**config.mk**
```make
export PLATFORM = sky130hd
export DESIGN_NAME = wdsup_top
export DESIGN_NICKNAME = d
export VERILOG_FILES = /design/src/core/wdsup_pkg.sv /design/src/core/wdsup_top.sv /design/src/core/wdsup_xtal_tick.sv /design/src/core/wdsup_period_cnt.sv
export VERILOG_INCLUDE_DIRS = /design/src /design/src/core
export SDC_FILE = /design/constraint.sdc
export NUM_CORES = 1
export LEC_CHECK = 0
export BUFFER_PORTS_ARGS = -buffer_cell sky130_fd_sc_hd__buf_4
export CORE_ASPECT_RATIO = 1.1
export CORE_MARGIN = 5
export CORE_UTILIZATION = 35
export DETAILED_ROUTE_END_ITERATION = 16
export GPL_TIMING_DRIVEN = 0
export PLACE_DENSITY_LB_ADDON = 0.3
export SETUP_SLACK_MARGIN = 0.05
export SLEW_MARGIN = 40
export SYNTH_ARGS = -nofsm -noshare
export SYNTH_HDL_FRONTEND = slang
export SYNTH_SLANG_ARGS = --single-unit
```
**constraint.sdc**
```tcl
create_clock -name mclk -period 4.75 [get_ports mclk]
set_input_delay 0.7125 -clock mclk [delete_from_list [all_inputs] [get_ports mclk]]
set_output_delay 0.7125 -clock mclk [all_outputs]
set_load 0.01 [all_outputs]
```
**src/core/wdsup_consts.svh**
```systemverilog
// Offsets, field positions, reset values and timing figures of the watchdog supervisor
`ifndef WDSUP_CONSTS_SVH
`define WDSUP_CONSTS_SVH

// Register byte addresses
`define WDSUP_OFS_CTRL 4'h0
`define WDSUP_OFS_STATUS 4'h4
`define WDSUP_OFS_CLEAR 4'h8
`define WDSUP_OFS_IEN 4'hc

// Control register fields
`define WDSUP_CTRL_PRE_HI 7
`define WDSUP_CTRL_PRE_LO 4
`define WDSUP_CTRL_SEL 3
`define WDSUP_CTRL_FLAG 2
`define WDSUP_CTRL_ON 1
`define WDSUP_CTRL_UNLOCK 0

// Event bits of status, clear and enable
`define WDSUP_EV_EXPIRE 0
`define WDSUP_EV_REFUSED 1
`define WDSUP_EV_SUPPLY 2
`define WDSUP_EV_W 3

// Reset values
`define WDSUP_PRE_RST 4'h0
`define WDSUP_EV_RST 3'h0

// Timing
`define WDSUP_CLK_HZ 100000000
`define WDSUP_XTAL_HZ 32768
`define WDSUP_BASE_TICKS 512
`define WDSUP_PRE_MAX 4'h7
`define WDSUP_PRE_IMMEDIATE 4'h8

`endif

```
**src/core/wdsup_pkg.sv**
```systemverilog
// Types shared by the watchdog supervisor modules
package wdsup_pkg;
	typedef enum logic {
		WDSUP_LOCKED,
		WDSUP_ARMED
	} wdsup_lock_e;
	typedef logic [3:0] wdsup_pre_t;
endpackage

```
**src/core/wdsup_top.sv**
```systemverilog
// Watchdog supervisor: locked control register, timeout counter, reset and interrupt actions
//
// Contract
// RULE_01 - The timeout lasts two to the prescale code times 512 periods of a 32.768 kHz crystal.
// RULE_02 - Prescale code 8 resets at once; codes above 8 are reserved and must not be chosen.
// RULE_03 - The watchdog interrupt ignores the global interrupt enable and has fixed high priority.
// RULE_04 - Every watchdog timeout sets the timeout flag.
// RULE_05 - The timeout flag clears by a written zero or hardware reset, never by a watchdog reset.
// RULE_06 - Setting the enable bit starts the watchdog and clears its count; missing refresh fires.
// RULE_07 - Enable clears on written zero, on reset action, on hardware reset and on supply alarm.
// RULE_08 - A control write counts only right after the access that set the unlock bit.
// RULE_09 - Software keeps interrupts off across the unlock-and-write pair.
// RULE_10 - In interrupt mode the watchdog acts as a periodic timer raising its interrupt each period.
// RULE_11 - Select bit 0 makes a timeout reset the device, 1 raises the watchdog interrupt.
`include "wdsup_consts.svh"
`timescale 1ns/1ps
`default_nettype none
module wdsup_top
	import wdsup_pkg::*;
#(
	parameter int CLK_HZ = `WDSUP_CLK_HZ,
	parameter int XTAL_HZ = `WDSUP_XTAL_HZ,
	parameter int BASE_TICKS = `WDSUP_BASE_TICKS
)
(
	input wire logic mclk, // System clock, 100 MHz
	input wire logic sys_rst, // Hardware reset, synchronous, active high
	input wire logic [3:0] reg_addr, // Register byte address
	input wire logic [7:0] reg_wdata, // Write data
	input wire logic reg_wr, // Write strobe
	input wire logic reg_rd, // Read strobe
	output logic [7:0] reg_rdata, // Read data, cycle after strobe
	input wire logic supply_monitor, // Supply alarm pulse
	input wire logic wdt_irq_ack, // Core took the watchdog interrupt
	output logic wdt_reset, // Device reset request pulse
	output logic wdt_irq, // Watchdog interrupt, unmaskable
	output logic irq // Event interrupt, level
);
	localparam int CNT_W = 17;

	wdsup_lock_e lock_state;
	wdsup_pre_t timeout_prescale;
	logic irq_or_reset_select;
	logic timeout_flag;
	logic watchdog_on;
	logic [`WDSUP_EV_W-1:0] ev_status;
	logic [`WDSUP_EV_W-1:0] ev_enable;
	logic [`WDSUP_EV_W-1:0] ev_set;
	logic [7:0] next_rdata;
	logic ctrl_wr;
	logic ctrl_accept;
	logic ctrl_refused;
	logic strobe;
	logic tick;
	logic expire;
	logic immediate;
	logic fire;
	logic fire_reset;
	logic fire_irq;
	logic cnt_clear;
	logic cnt_run;

	initial
	begin
		if (BASE_TICKS < 1 || (longint'(BASE_TICKS) << 7) > (longint'(1) << CNT_W))
			$error("wdsup_top: BASE_TICKS out of range");
	end

	assign strobe = reg_wr || reg_rd;
	assign ctrl_wr = reg_wr && reg_addr == `WDSUP_OFS_CTRL;

	// RULE_08 - accept only after unlock
	assign ctrl_accept = ctrl_wr && lock_state == WDSUP_ARMED;
	assign ctrl_refused = ctrl_wr && lock_state == WDSUP_LOCKED
		&& !reg_wdata[`WDSUP_CTRL_UNLOCK];

	// RULE_08 - unlock lasts one access
	always_ff @(posedge mclk)
	begin
		if (sys_rst)
			lock_state <= WDSUP_LOCKED;
		else if (strobe)
		begin
			case (lock_state)
				WDSUP_LOCKED:
					if (ctrl_wr && reg_wdata[`WDSUP_CTRL_UNLOCK])
						lock_state <= WDSUP_ARMED;
				WDSUP_ARMED:
					lock_state <= WDSUP_LOCKED;
				default:
					lock_state <= WDSUP_LOCKED;
			endcase
		end
	end

	wdsup_xtal_tick #(
		.CLK_HZ(CLK_HZ),
		.XTAL_HZ(XTAL_HZ)
	) u_tick (
		.mclk(mclk),
		.sys_rst(sys_rst),
		.tick(tick)
	);

	// RULE_06 - enable write restarts count
	assign cnt_clear = ctrl_accept || fire;
	// RULE_02 - reserved codes never count
	assign cnt_run = watchdog_on && timeout_prescale <= `WDSUP_PRE_MAX;

	wdsup_period_cnt #(
		.BASE_TICKS(BASE_TICKS),
		.CNT_W(CNT_W)
	) u_cnt (
		.mclk(mclk),
		.sys_rst(sys_rst),
		.clear(cnt_clear),
		.run(cnt_run),
		.tick(tick),
		.pre(timeout_prescale),
		.expire(expire)
	);

	// RULE_02 - code 8 fires at once
	assign immediate = watchdog_on && timeout_prescale == `WDSUP_PRE_IMMEDIATE;
	assign fire = (expire && cnt_run) || immediate;
	// RULE_11 - select picks the action, except code 8 always resets
	assign fire_reset = fire && (!irq_or_reset_select || immediate);
	assign fire_irq = fire && irq_or_reset_select && !immediate;

	// Prescale and select fields
	always_ff @(posedge mclk)
	begin
		if (sys_rst)
		begin
			timeout_prescale <= `WDSUP_PRE_RST;
			irq_or_reset_select <= 1'b0;
		end
		else if (ctrl_accept)
		begin
			timeout_prescale <= reg_wdata[`WDSUP_CTRL_PRE_HI:`WDSUP_CTRL_PRE_LO];
			irq_or_reset_select <= reg_wdata[`WDSUP_CTRL_SEL];
		end
	end

	// RULE_07 - enable clearing sources
	always_ff @(posedge mclk)
	begin
		if (sys_rst)
			watchdog_on <= 1'b0;
		else if (fire_reset || supply_monitor)
			watchdog_on <= 1'b0;
		else if (ctrl_accept)
			watchdog_on <= reg_wdata[`WDSUP_CTRL_ON];
	end

	// RULE_04 - timeout sets flag
	// RULE_05 - only written zero or hardware reset clear it
	always_ff @(posedge mclk)
	begin
		if (sys_rst)
			timeout_flag <= 1'b0;
		else if (fire)
			timeout_flag <= 1'b1;
		else if (ctrl_accept && !reg_wdata[`WDSUP_CTRL_FLAG])
			timeout_flag <= 1'b0;
	end

	// Reset request pulse
	always_ff @(posedge mclk)
	begin
		if (sys_rst)
			wdt_reset <= 1'b0;
		else
			wdt_reset <= fire_reset;
	end

	// RULE_03 - no mask, no global enable
	// RULE_10 - raised at every period
	always_ff @(posedge mclk)
	begin
		if (sys_rst)
			wdt_irq <= 1'b0;
		else if (fire_irq)
			wdt_irq <= 1'b1;
		else if (wdt_irq_ack)
			wdt_irq <= 1'b0;
	end

	// Sticky events, set wins over clear
	always_comb
	begin
		ev_set = '0;
		ev_set[`WDSUP_EV_EXPIRE] = fire;
		ev_set[`WDSUP_EV_REFUSED] = ctrl_refused;
		ev_set[`WDSUP_EV_SUPPLY] = supply_monitor && watchdog_on;
	end

	always_ff @(posedge mclk)
	begin
		if (sys_rst)
			ev_status <= `WDSUP_EV_RST;
		else if (reg_wr && reg_addr == `WDSUP_OFS_CLEAR)
			ev_status <= (ev_status & ~reg_wdata[`WDSUP_EV_W-1:0]) | ev_set;
		else
			ev_status <= ev_status | ev_set;
	end

	always_ff @(posedge mclk)
	begin
		if (sys_rst)
			ev_enable <= `WDSUP_EV_RST;
		else if (reg_wr && reg_addr == `WDSUP_OFS_IEN)
			ev_enable <= reg_wdata[`WDSUP_EV_W-1:0];
	end

	assign irq = |(ev_status & ev_enable);

	// Read mux
	always_comb
	begin
		next_rdata = 8'h00;
		if (reg_rd)
		begin
			case (reg_addr)
				`WDSUP_OFS_CTRL:
				begin
					next_rdata[`WDSUP_CTRL_PRE_HI:`WDSUP_CTRL_PRE_LO] = timeout_prescale;
					next_rdata[`WDSUP_CTRL_SEL] = irq_or_reset_select;
					next_rdata[`WDSUP_CTRL_FLAG] = timeout_flag;
					next_rdata[`WDSUP_CTRL_ON] = watchdog_on;
					next_rdata[`WDSUP_CTRL_UNLOCK] = lock_state == WDSUP_ARMED;
				end
				`WDSUP_OFS_STATUS:
					next_rdata[`WDSUP_EV_W-1:0] = ev_status;
				`WDSUP_OFS_IEN:
					next_rdata[`WDSUP_EV_W-1:0] = ev_enable;
				default:
					next_rdata = 8'h00;
			endcase
		end
	end

	always_ff @(posedge mclk)
	begin
		if (sys_rst)
			reg_rdata <= 8'h00;
		else
			reg_rdata <= next_rdata;
	end
endmodule
`default_nettype wire

```
**src/core/wdsup_xtal_tick.sv**
```systemverilog
// Fractional divider giving one enable pulse per crystal period
`timescale 1ns/1ps
`default_nettype none
module wdsup_xtal_tick
	import wdsup_pkg::*;
#(
	parameter int CLK_HZ = 100000000,
	parameter int XTAL_HZ = 32768
)
(
	input wire logic mclk, // System clock
	input wire logic sys_rst, // Synchronous reset, active high
	output logic tick // One cycle per crystal period
);
	logic [31:0] acc;
	logic [32:0] sum;

	initial
	begin
		if (XTAL_HZ < 1 || XTAL_HZ > CLK_HZ)
			$error("wdsup_xtal_tick: crystal rate must lie in 1..CLK_HZ");
	end

	assign sum = {1'b0, acc} + 33'(XTAL_HZ);

	always_ff @(posedge mclk)
	begin
		if (sys_rst)
		begin
			acc <= 32'h0;
			tick <= 1'b0;
		end
		else if (sum >= 33'(CLK_HZ))
		begin
			acc <= 32'(sum - 33'(CLK_HZ));
			tick <= 1'b1;
		end
		else
		begin
			acc <= sum[31:0];
			tick <= 1'b0;
		end
	end
endmodule
`default_nettype wire

```
**src/core/wdsup_period_cnt.sv**
```systemverilog
// Prescaled timeout counter in crystal ticks
`timescale 1ns/1ps
`default_nettype none
module wdsup_period_cnt
	import wdsup_pkg::*;
#(
	parameter int BASE_TICKS = 512,
	parameter int CNT_W = 17
)
(
	input wire logic mclk, // System clock
	input wire logic sys_rst, // Synchronous reset, active high
	input wire logic clear, // Restart the period
	input wire logic run, // Count enable
	input wire logic tick, // Crystal period pulse
	input wire wdsup_pre_t pre, // Prescale code 0..7
	output logic expire // Pulse at end of period
);
	logic [CNT_W-1:0] count;
	logic [CNT_W-1:0] last;

	initial
	begin
		if ((longint'(BASE_TICKS) << 7) > (longint'(1) << CNT_W))
			$error("wdsup_period_cnt: CNT_W too small for longest period");
	end

	assign last = CNT_W'((longint'(BASE_TICKS) << pre[2:0]) - 1);

	// RULE_01 - period 2^pre x 512
	always_ff @(posedge mclk)
	begin
		if (sys_rst || clear || !run)
		begin
			count <= '0;
			expire <= 1'b0;
		end
		else if (tick && count >= last)
		begin
			count <= '0;
			expire <= 1'b1;
		end
		else
		begin
			if (tick)
				count <= count + CNT_W'(1);
			expire <= 1'b0;
		end
	end
endmodule
`default_nettype wire

```
## Word level (Yosys, flattened, before mapping)

Cells that the tools add are included.

| word-level totals | value |
|---|---|
| output and inout bits | 11 |
| register bits after elaboration | 75 |
| logic and storage cells | 82 |

| operators by class | value |
|---|---|
| muxes and demuxes | 11 |
| bitwise operators | 8 |
| magnitude comparators | 3 |
| reductions and logical operators | 36 |
| $add $sub $neg | 4 |
| shift-type cells | 1 |
| equality and inequality tests | 4 |

Operators with widths:

| operator | number |
|---|---|
| adder 32 x 16 -> 33 bit, second input constant | 1 |
| greater-or-equal comparator 33 x 27 -> 1 bit, second input constant | 1 |
| two-way mux 32 bit | 1 |
| subtractor 32 x 27 -> 32 bit, second input constant | 1 |
| adder 17 x 1 -> 17 bit, second input constant | 1 |
| greater-or-equal comparator 17 bit | 1 |
| left shift 10 x 3 -> 17 bit, first input constant | 1 |
| subtractor 17 x 2 -> 17 bit, second input constant | 1 |
| logical AND 1 bit | 16 |
| equality test 4 bit, second input constant | 3 |
| case mux 3 bit (3 select lines) | 1 |
| logical OR 1 bit | 7 |
| two-way mux 1 bit | 7 |
| bitwise AND 3 bit | 2 |
| OR 3 bit | 2 |
| OR reduction 2 bit | 3 |
| OR reduction 3 bit | 2 |
| zero test 1 bit | 5 |
| equality test 4 x 3 -> 1 bit, second input constant | 1 |
| less-or-equal comparator 4 x 3 -> 1 bit, second input constant | 1 |
| zero test 4 bit | 1 |
| nonzero test 2 bit | 2 |
| two-way mux 3 bit | 1 |
| inverter 1 bit | 3 |
| 2 further kinds | 2 |

## Longest topological paths before layout

| depth | value |
|---|---|
| word-level depth | 8 |
| depth in mapped cells | 15 |

## Modules after synthesis

Synthesis repeated with hierarchy kept, for this count alone.

| unflattened totals | value |
|---|---|
| cell total of the unflattened synthesis | 487 |
| area, all modules | 4065.1 sq um |

By module, submodules not included:

| module | cells an instance | area an instance (sq um) | sequential area each (sq um) | times used |
|---|---|---|---|---|
| wdsup_xtal_tick | 241 | 1870.5 | 500.5 | 1 |
| wdsup_period_cnt | 134 | 1122.3 | 360.3 | 1 |
| wdsup_top | 112 | 1072.3 | 480.5 | 1 |

## Worst setup path after synthesis

No wires, ideal clock.

| path | value |
|---|---|
| path kind | register -> register |
| start | register timeout_prescale[0] |
| end | register u_cnt.count[10] |
| arrival time | 2.765 ns |
| cell stages (with the launch flop) | 16 |
| period minus slack after synthesis | 2.830 ns |
| setup slack | 1.920 ns |
| data required time | 4.685 ns |
| cell sequence | dfxtp_1 -> clkbuf_1 -> or3_1 -> ha_1 -> clkbuf_1 -> nor3_1 -> a21o_1 -> a21oi_1 -> ha_1 -> a21o_1 -> a21oi_1 -> nor2b_1 -> o31ai_1 -> nand3_1 -> clkbuf_1 -> nor2_1 |

| between the ends | value |
|---|---|
| word-level cells in the longest chain between the ends | 8 |
| elaborated cells between the ends (all ways) | 15 |
| classes of those cells | add/sub: 1; order compare: 2; eq/ne: 1; shift: 1; reduce/logical: 10 |

RTL lines:

| what | RTL line | RTL |
|---|---|---|
| start, declared | wdsup_top.sv:42 | `wdsup_pre_t timeout_prescale;` |
| start signal, assigned | wdsup_top.sv:135 | `` timeout_prescale <= `WDSUP_PRE_RST; `` |
| start signal, assigned | wdsup_top.sv:140 | `` timeout_prescale <= reg_wdata[`WDSUP_CTRL_PRE_HI:`WDSUP_CTRL_PRE_LO]; `` |
| branches (longest 7 deep; another with subtractor 17 x 2 -> 17 bit) | -- |  |
| OR reduction 2 bit (no line) * | -- |  |
| end signal, assigned | wdsup_period_cnt.sv:46 | `count <= count + CNT_W'(1);` |
| end, declared | wdsup_period_cnt.sv:19 | `logic [CNT_W-1:0] count;` |

Mark *: on every way between the ends.
A chain may end at the register's enable or synchronous reset.

## Final worst setup path

| path | value |
|---|---|
| start | register timeout_prescale[0] |
| end | register u_cnt.count[12] |

The elaborated chain is that of the path after synthesis.

==> impl_results.md <==
* Outcome: completed
* Worst slew margin relative to its limit at 0.5647
* Final Skew at 0.009680 ns
* Maximum vdd ir drop at 0.0002249 V
* WHS Path Cells at 2
* Setup slack of the worst register-to-register path at about 1.4 ns
* Total of hold buffers inserted after clock tree synthesis at 0
* Detail Placement HPWL at 7.216 mm
* Element type at the critical path start: flip-flop
* Startpoint of the most critical hold path: u_cnt.count[1]
* Tmin final at 3.300 ns
* Prevailing post-synth register cell: sky130_fd_sc_hd__dfxtp_1
* Buffer type at the clock tree root: sky130_fd_sc_hd__clkbuf_16
* Biggest area consumer among synthesized cells: sky130_fd_sc_hd__dfxtp_1
* FFs w/ async S/R, synth at 0
* Biggest fanout along the worst timing path at 10
* Post-synth design cell area at 4025 sq um
* Latest clock arrival within the worst-skew pair at 0.33 ns
* Number of standard cells in the layout, taps in and fillers out at 664
* Total I/O pin count at 29
* Worst hold endpoint: u_cnt.count[1]
* Most frequent cells in the layout: 77 x sky130_fd_sc_hd__nor2_1, 67 x sky130_fd_sc_hd__dfxtp_1, 28 x sky130_fd_sc_hd__buf_4, 26 x sky130_fd_sc_hd__nand2_1, 26 x sky130_fd_sc_hd__a21oi_1
* FMAX at 303.0 MHz
* Critical path type: flip-flop to flip-flop
* Destination of the worst register-to-register timing path: u_cnt.count[12]
* Reported leakage power at 1.765 nW
* Worst endpoint required time at slightly below 5 ns
* Area share of the largest cell type after synthesis at 0.3332
* Final hold vios at 0
* RSZ-0062 raised after global routing: no
* # clock sinks at 67
* Number of diodes at 0
* Final sum of negative setup slack at 0 ns
* Port buffer count at 27
* Initial antenna violation count at 0
* Sequential element share of the synthesized area at 0.3332
* Setup slack of the critical path after layout at 1.450 ns
* Most common library cell in the layout ignoring fill and taps: sky130_fd_sc_hd__nor2_1
* Number of max-cap violations at 0
* Routed wire per std cell at between 10 and 15 microns
* Pre-CTS setup slack at 1.423 ns
* Overall die area at 13750 sq um
* Combinational power share at 0.364
* Switching share of total power at 0.3583
* # placed instances at roughly 650
* Relative contribution of the clock network to total power at 0.312
* DRC violations left at 0
* Via density per instance at between 5 and 6
* Core utilization of the finished layout at 0.4155
* Post-CTS Repair Setup Buffers at 0
* Row Count at 41
* Pin count of the biggest net entering global routing at 13
* Instance count of the mapped netlist at 471
* Number of buffers added by the clock tree synthesis step at 9
* Flop and latch count out of synthesis at 67
* NetSw at approximately 0.0008 W
* Slew Viols, Final at 0
* Pwr/cell area at 460.1 nW/um^2
* Antenna Nets Post-Route at 0
* Number of filler cells placed in the layout at 1135
* Area added between synthesis and finish at 17.56%
* Global-route congestion overflow total at 0
* Internal power contribution at 0.001397 W
* Worst flop-to-flop path startpoint: timeout_prescale[0]
* Count of flip-flops with a built-in enable after synthesis at 0
* Number of nets in the synthesized netlist at 503
* Vias in the first global route at approximately 3500
* Detailed-routing iteration count for the pre-antenna-repair pass at 4
* Number of instances resized during post-cts repair at 0
* Vertical die dimension at between 100 and 150 microns
* Post-route fraction of the period consumed by the critical path at 0.6948
* H-tree levels at 3
* Core box area at approximately 11000 sq um
* Weighted congestion at the end of routability-driven global placement at between 0.8 and 0.9
* Total Routing Usage GR at 0.1472
* TritonCTS clock tree: done
* Share of layout cells above drive strength 1 at 0.1537
* Starting density of the core at 0.3534
* Via count at 3453
* Unique masters post-synth at 75
* # nets final at 541
* Final setup vio count at 0
* DIE WIDTH at between 100 and 150 microns
* Critical Path End Type: flip-flop
* Transition time at the pin with the least slew margin at 0.6529 ns
* Wire length of the first global-routing pass at 16.53 mm
* Part of the power in registers at 0.325
* Reg clk slew, reported paths at 0.06 ns
* Number of cell instances on the worst register-to-register path at 13
* DRT Wirelength at 9.702 mm
* Count of synthesis-stage warnings from yosys at 0
* Main area contributors after synthesis: sky130_fd_sc_hd__dfxtp_1 33%, sky130_fd_sc_hd__nor2_1 7.2%, sky130_fd_sc_hd__xnor2_1 5.0%
* Max Buffers Root-to-Sink at 2
* Synthesized area per cell at roughly 8.5 sq um
* Kind of path behind the tightest hold check: flip-flop to flip-flop
* Data arrival time of the critical path at 3.50 ns
* DRT iter0 DRCs at 210
## cell families after synthesis
group / share of synthesized area
other: 0.0009317
buffers and inverters: 0.03823
flip-flops: 0.3332
adder cells (fa/ha/maj): 0.04352
multiplexers: 0.03885
XOR/XNOR: 0.1041
AO/OA/AOI/OAI: 0.1750
AND/OR/NAND/NOR: 0.2661
## per-layer routing
metal  part of all wire  global-route usage  vias to the layer above
li1                   -                   -                     1743
met1               0.45              0.1764                     1615
met2               0.47              0.2511                       70
met3              0.041             0.03353                       25
met4              0.033             0.06837                        0
met5                  0                   0                        -
## through the flow
step | hold slack, ns | total power, W | area, sq um
after floorplan | 0.4485 | 0.001338 | 4025
after global placement | 0.4643 | 0.001482 | 4415
after detailed placement | 0.4765 | 0.001502 | 4422
after CTS | 0.4950 | 0.002187 | 4726
after global routing | 0.5366 | 0.002296 | 4732
final | 0.4973 | 0.002177 | 4732
## power by group through the flow
stage / combinational, W / sequential (W) / clock [W]
6_report: 0.000792 / 0.000707 / 0.000678
3_3_place_gp: 0.000771 / 0.000711 / 0
4_1_cts: 0.000790 / 0.000705 / 0.000692
3_5_place_dp: 0.000785 / 0.000716 / 0
5_1_grt: 0.000869 / 0.000718 / 0.000709
2_1_floorplan: 0.000641 / 0.000697 / 0
## synth_stat cells (6+ instances only)
cell                       instances
sky130_fd_sc_hd__a21oi_1          26
sky130_fd_sc_hd__a31oi_1           6
sky130_fd_sc_hd__and2_1           10
sky130_fd_sc_hd__clkbuf_1         14
sky130_fd_sc_hd__dfxtp_1          67
sky130_fd_sc_hd__ha_1             14
sky130_fd_sc_hd__inv_1            11
sky130_fd_sc_hd__mux2i_1          13
sky130_fd_sc_hd__nand2_1          26
sky130_fd_sc_hd__nand3_1          23
sky130_fd_sc_hd__nor2_1           77
sky130_fd_sc_hd__nor3_1            9
sky130_fd_sc_hd__o21ai_0          10
sky130_fd_sc_hd__xnor2_1          23
sky130_fd_sc_hd__xor2_1           23
## layout make-up
class / count / area, sq um / area share
Buffer: 22 / 112.6 / 0.02380
Clock buffer: 10 / 239.0 / 0.05050
Clock inverter: 6 / 65.06 / 0.01375
Inverter: 11 / 41.29 / 0.008726
Multi-Input combinational cell: 371 / 2542 / 0.5373
Sequential cell: 67 / 1341 / 0.2834
Tap cell: 150 / 187.7 / 0.03966
Timing Repair Buffer: 27 / 202.7 / 0.04283
## flip-flops by register name, summed over array words and instances, names as in the netlist
name                 cells
irq_or_reset_select      1
reg_rdata                8
u_cnt.count             17
timeout_prescale         4
u_tick.acc              24
ev_enable                3
ev_status                3
watchdog_on              1
wdt_irq                  1
u_tick.tick              1
timeout_flag             1
u_cnt.expire             1
wdt_reset                1
lock_state               1
## critical path: stages, from the launching register on
cell and delay (ns):
sky130_fd_sc_hd__dfxtp_1 0.30, sky130_fd_sc_hd__clkbuf_1 0.18, sky130_fd_sc_hd__or3_1 0.36, sky130_fd_sc_hd__ha_1 0.31
sky130_fd_sc_hd__ha_1 0.30, sky130_fd_sc_hd__nand4_1 0.09, sky130_fd_sc_hd__a2111oi_0 0.34, sky130_fd_sc_hd__o21a_1 0.16
sky130_fd_sc_hd__o21ai_0 0.09, sky130_fd_sc_hd__a21oi_1 0.22, sky130_fd_sc_hd__o31ai_1 0.11, sky130_fd_sc_hd__nand3_1 0.20
sky130_fd_sc_hd__clkbuf_1 0.40, sky130_fd_sc_hd__nor2_1 0.10
## how the worst max path moves through the flow
stage                              from              end  cells past startpoint
finish              timeout_prescale[0]  u_cnt.count[12]                     13
global placement    timeout_prescale[0]   u_cnt.count[7]                     13
floorplan           timeout_prescale[0]  u_cnt.count[10]                     15
CTS                 timeout_prescale[0]  u_cnt.count[12]                     13
detailed placement  timeout_prescale[0]  u_cnt.count[13]                     15
global route        timeout_prescale[0]   u_cnt.count[7]                     13
Power figures use the tool's default switching activity.
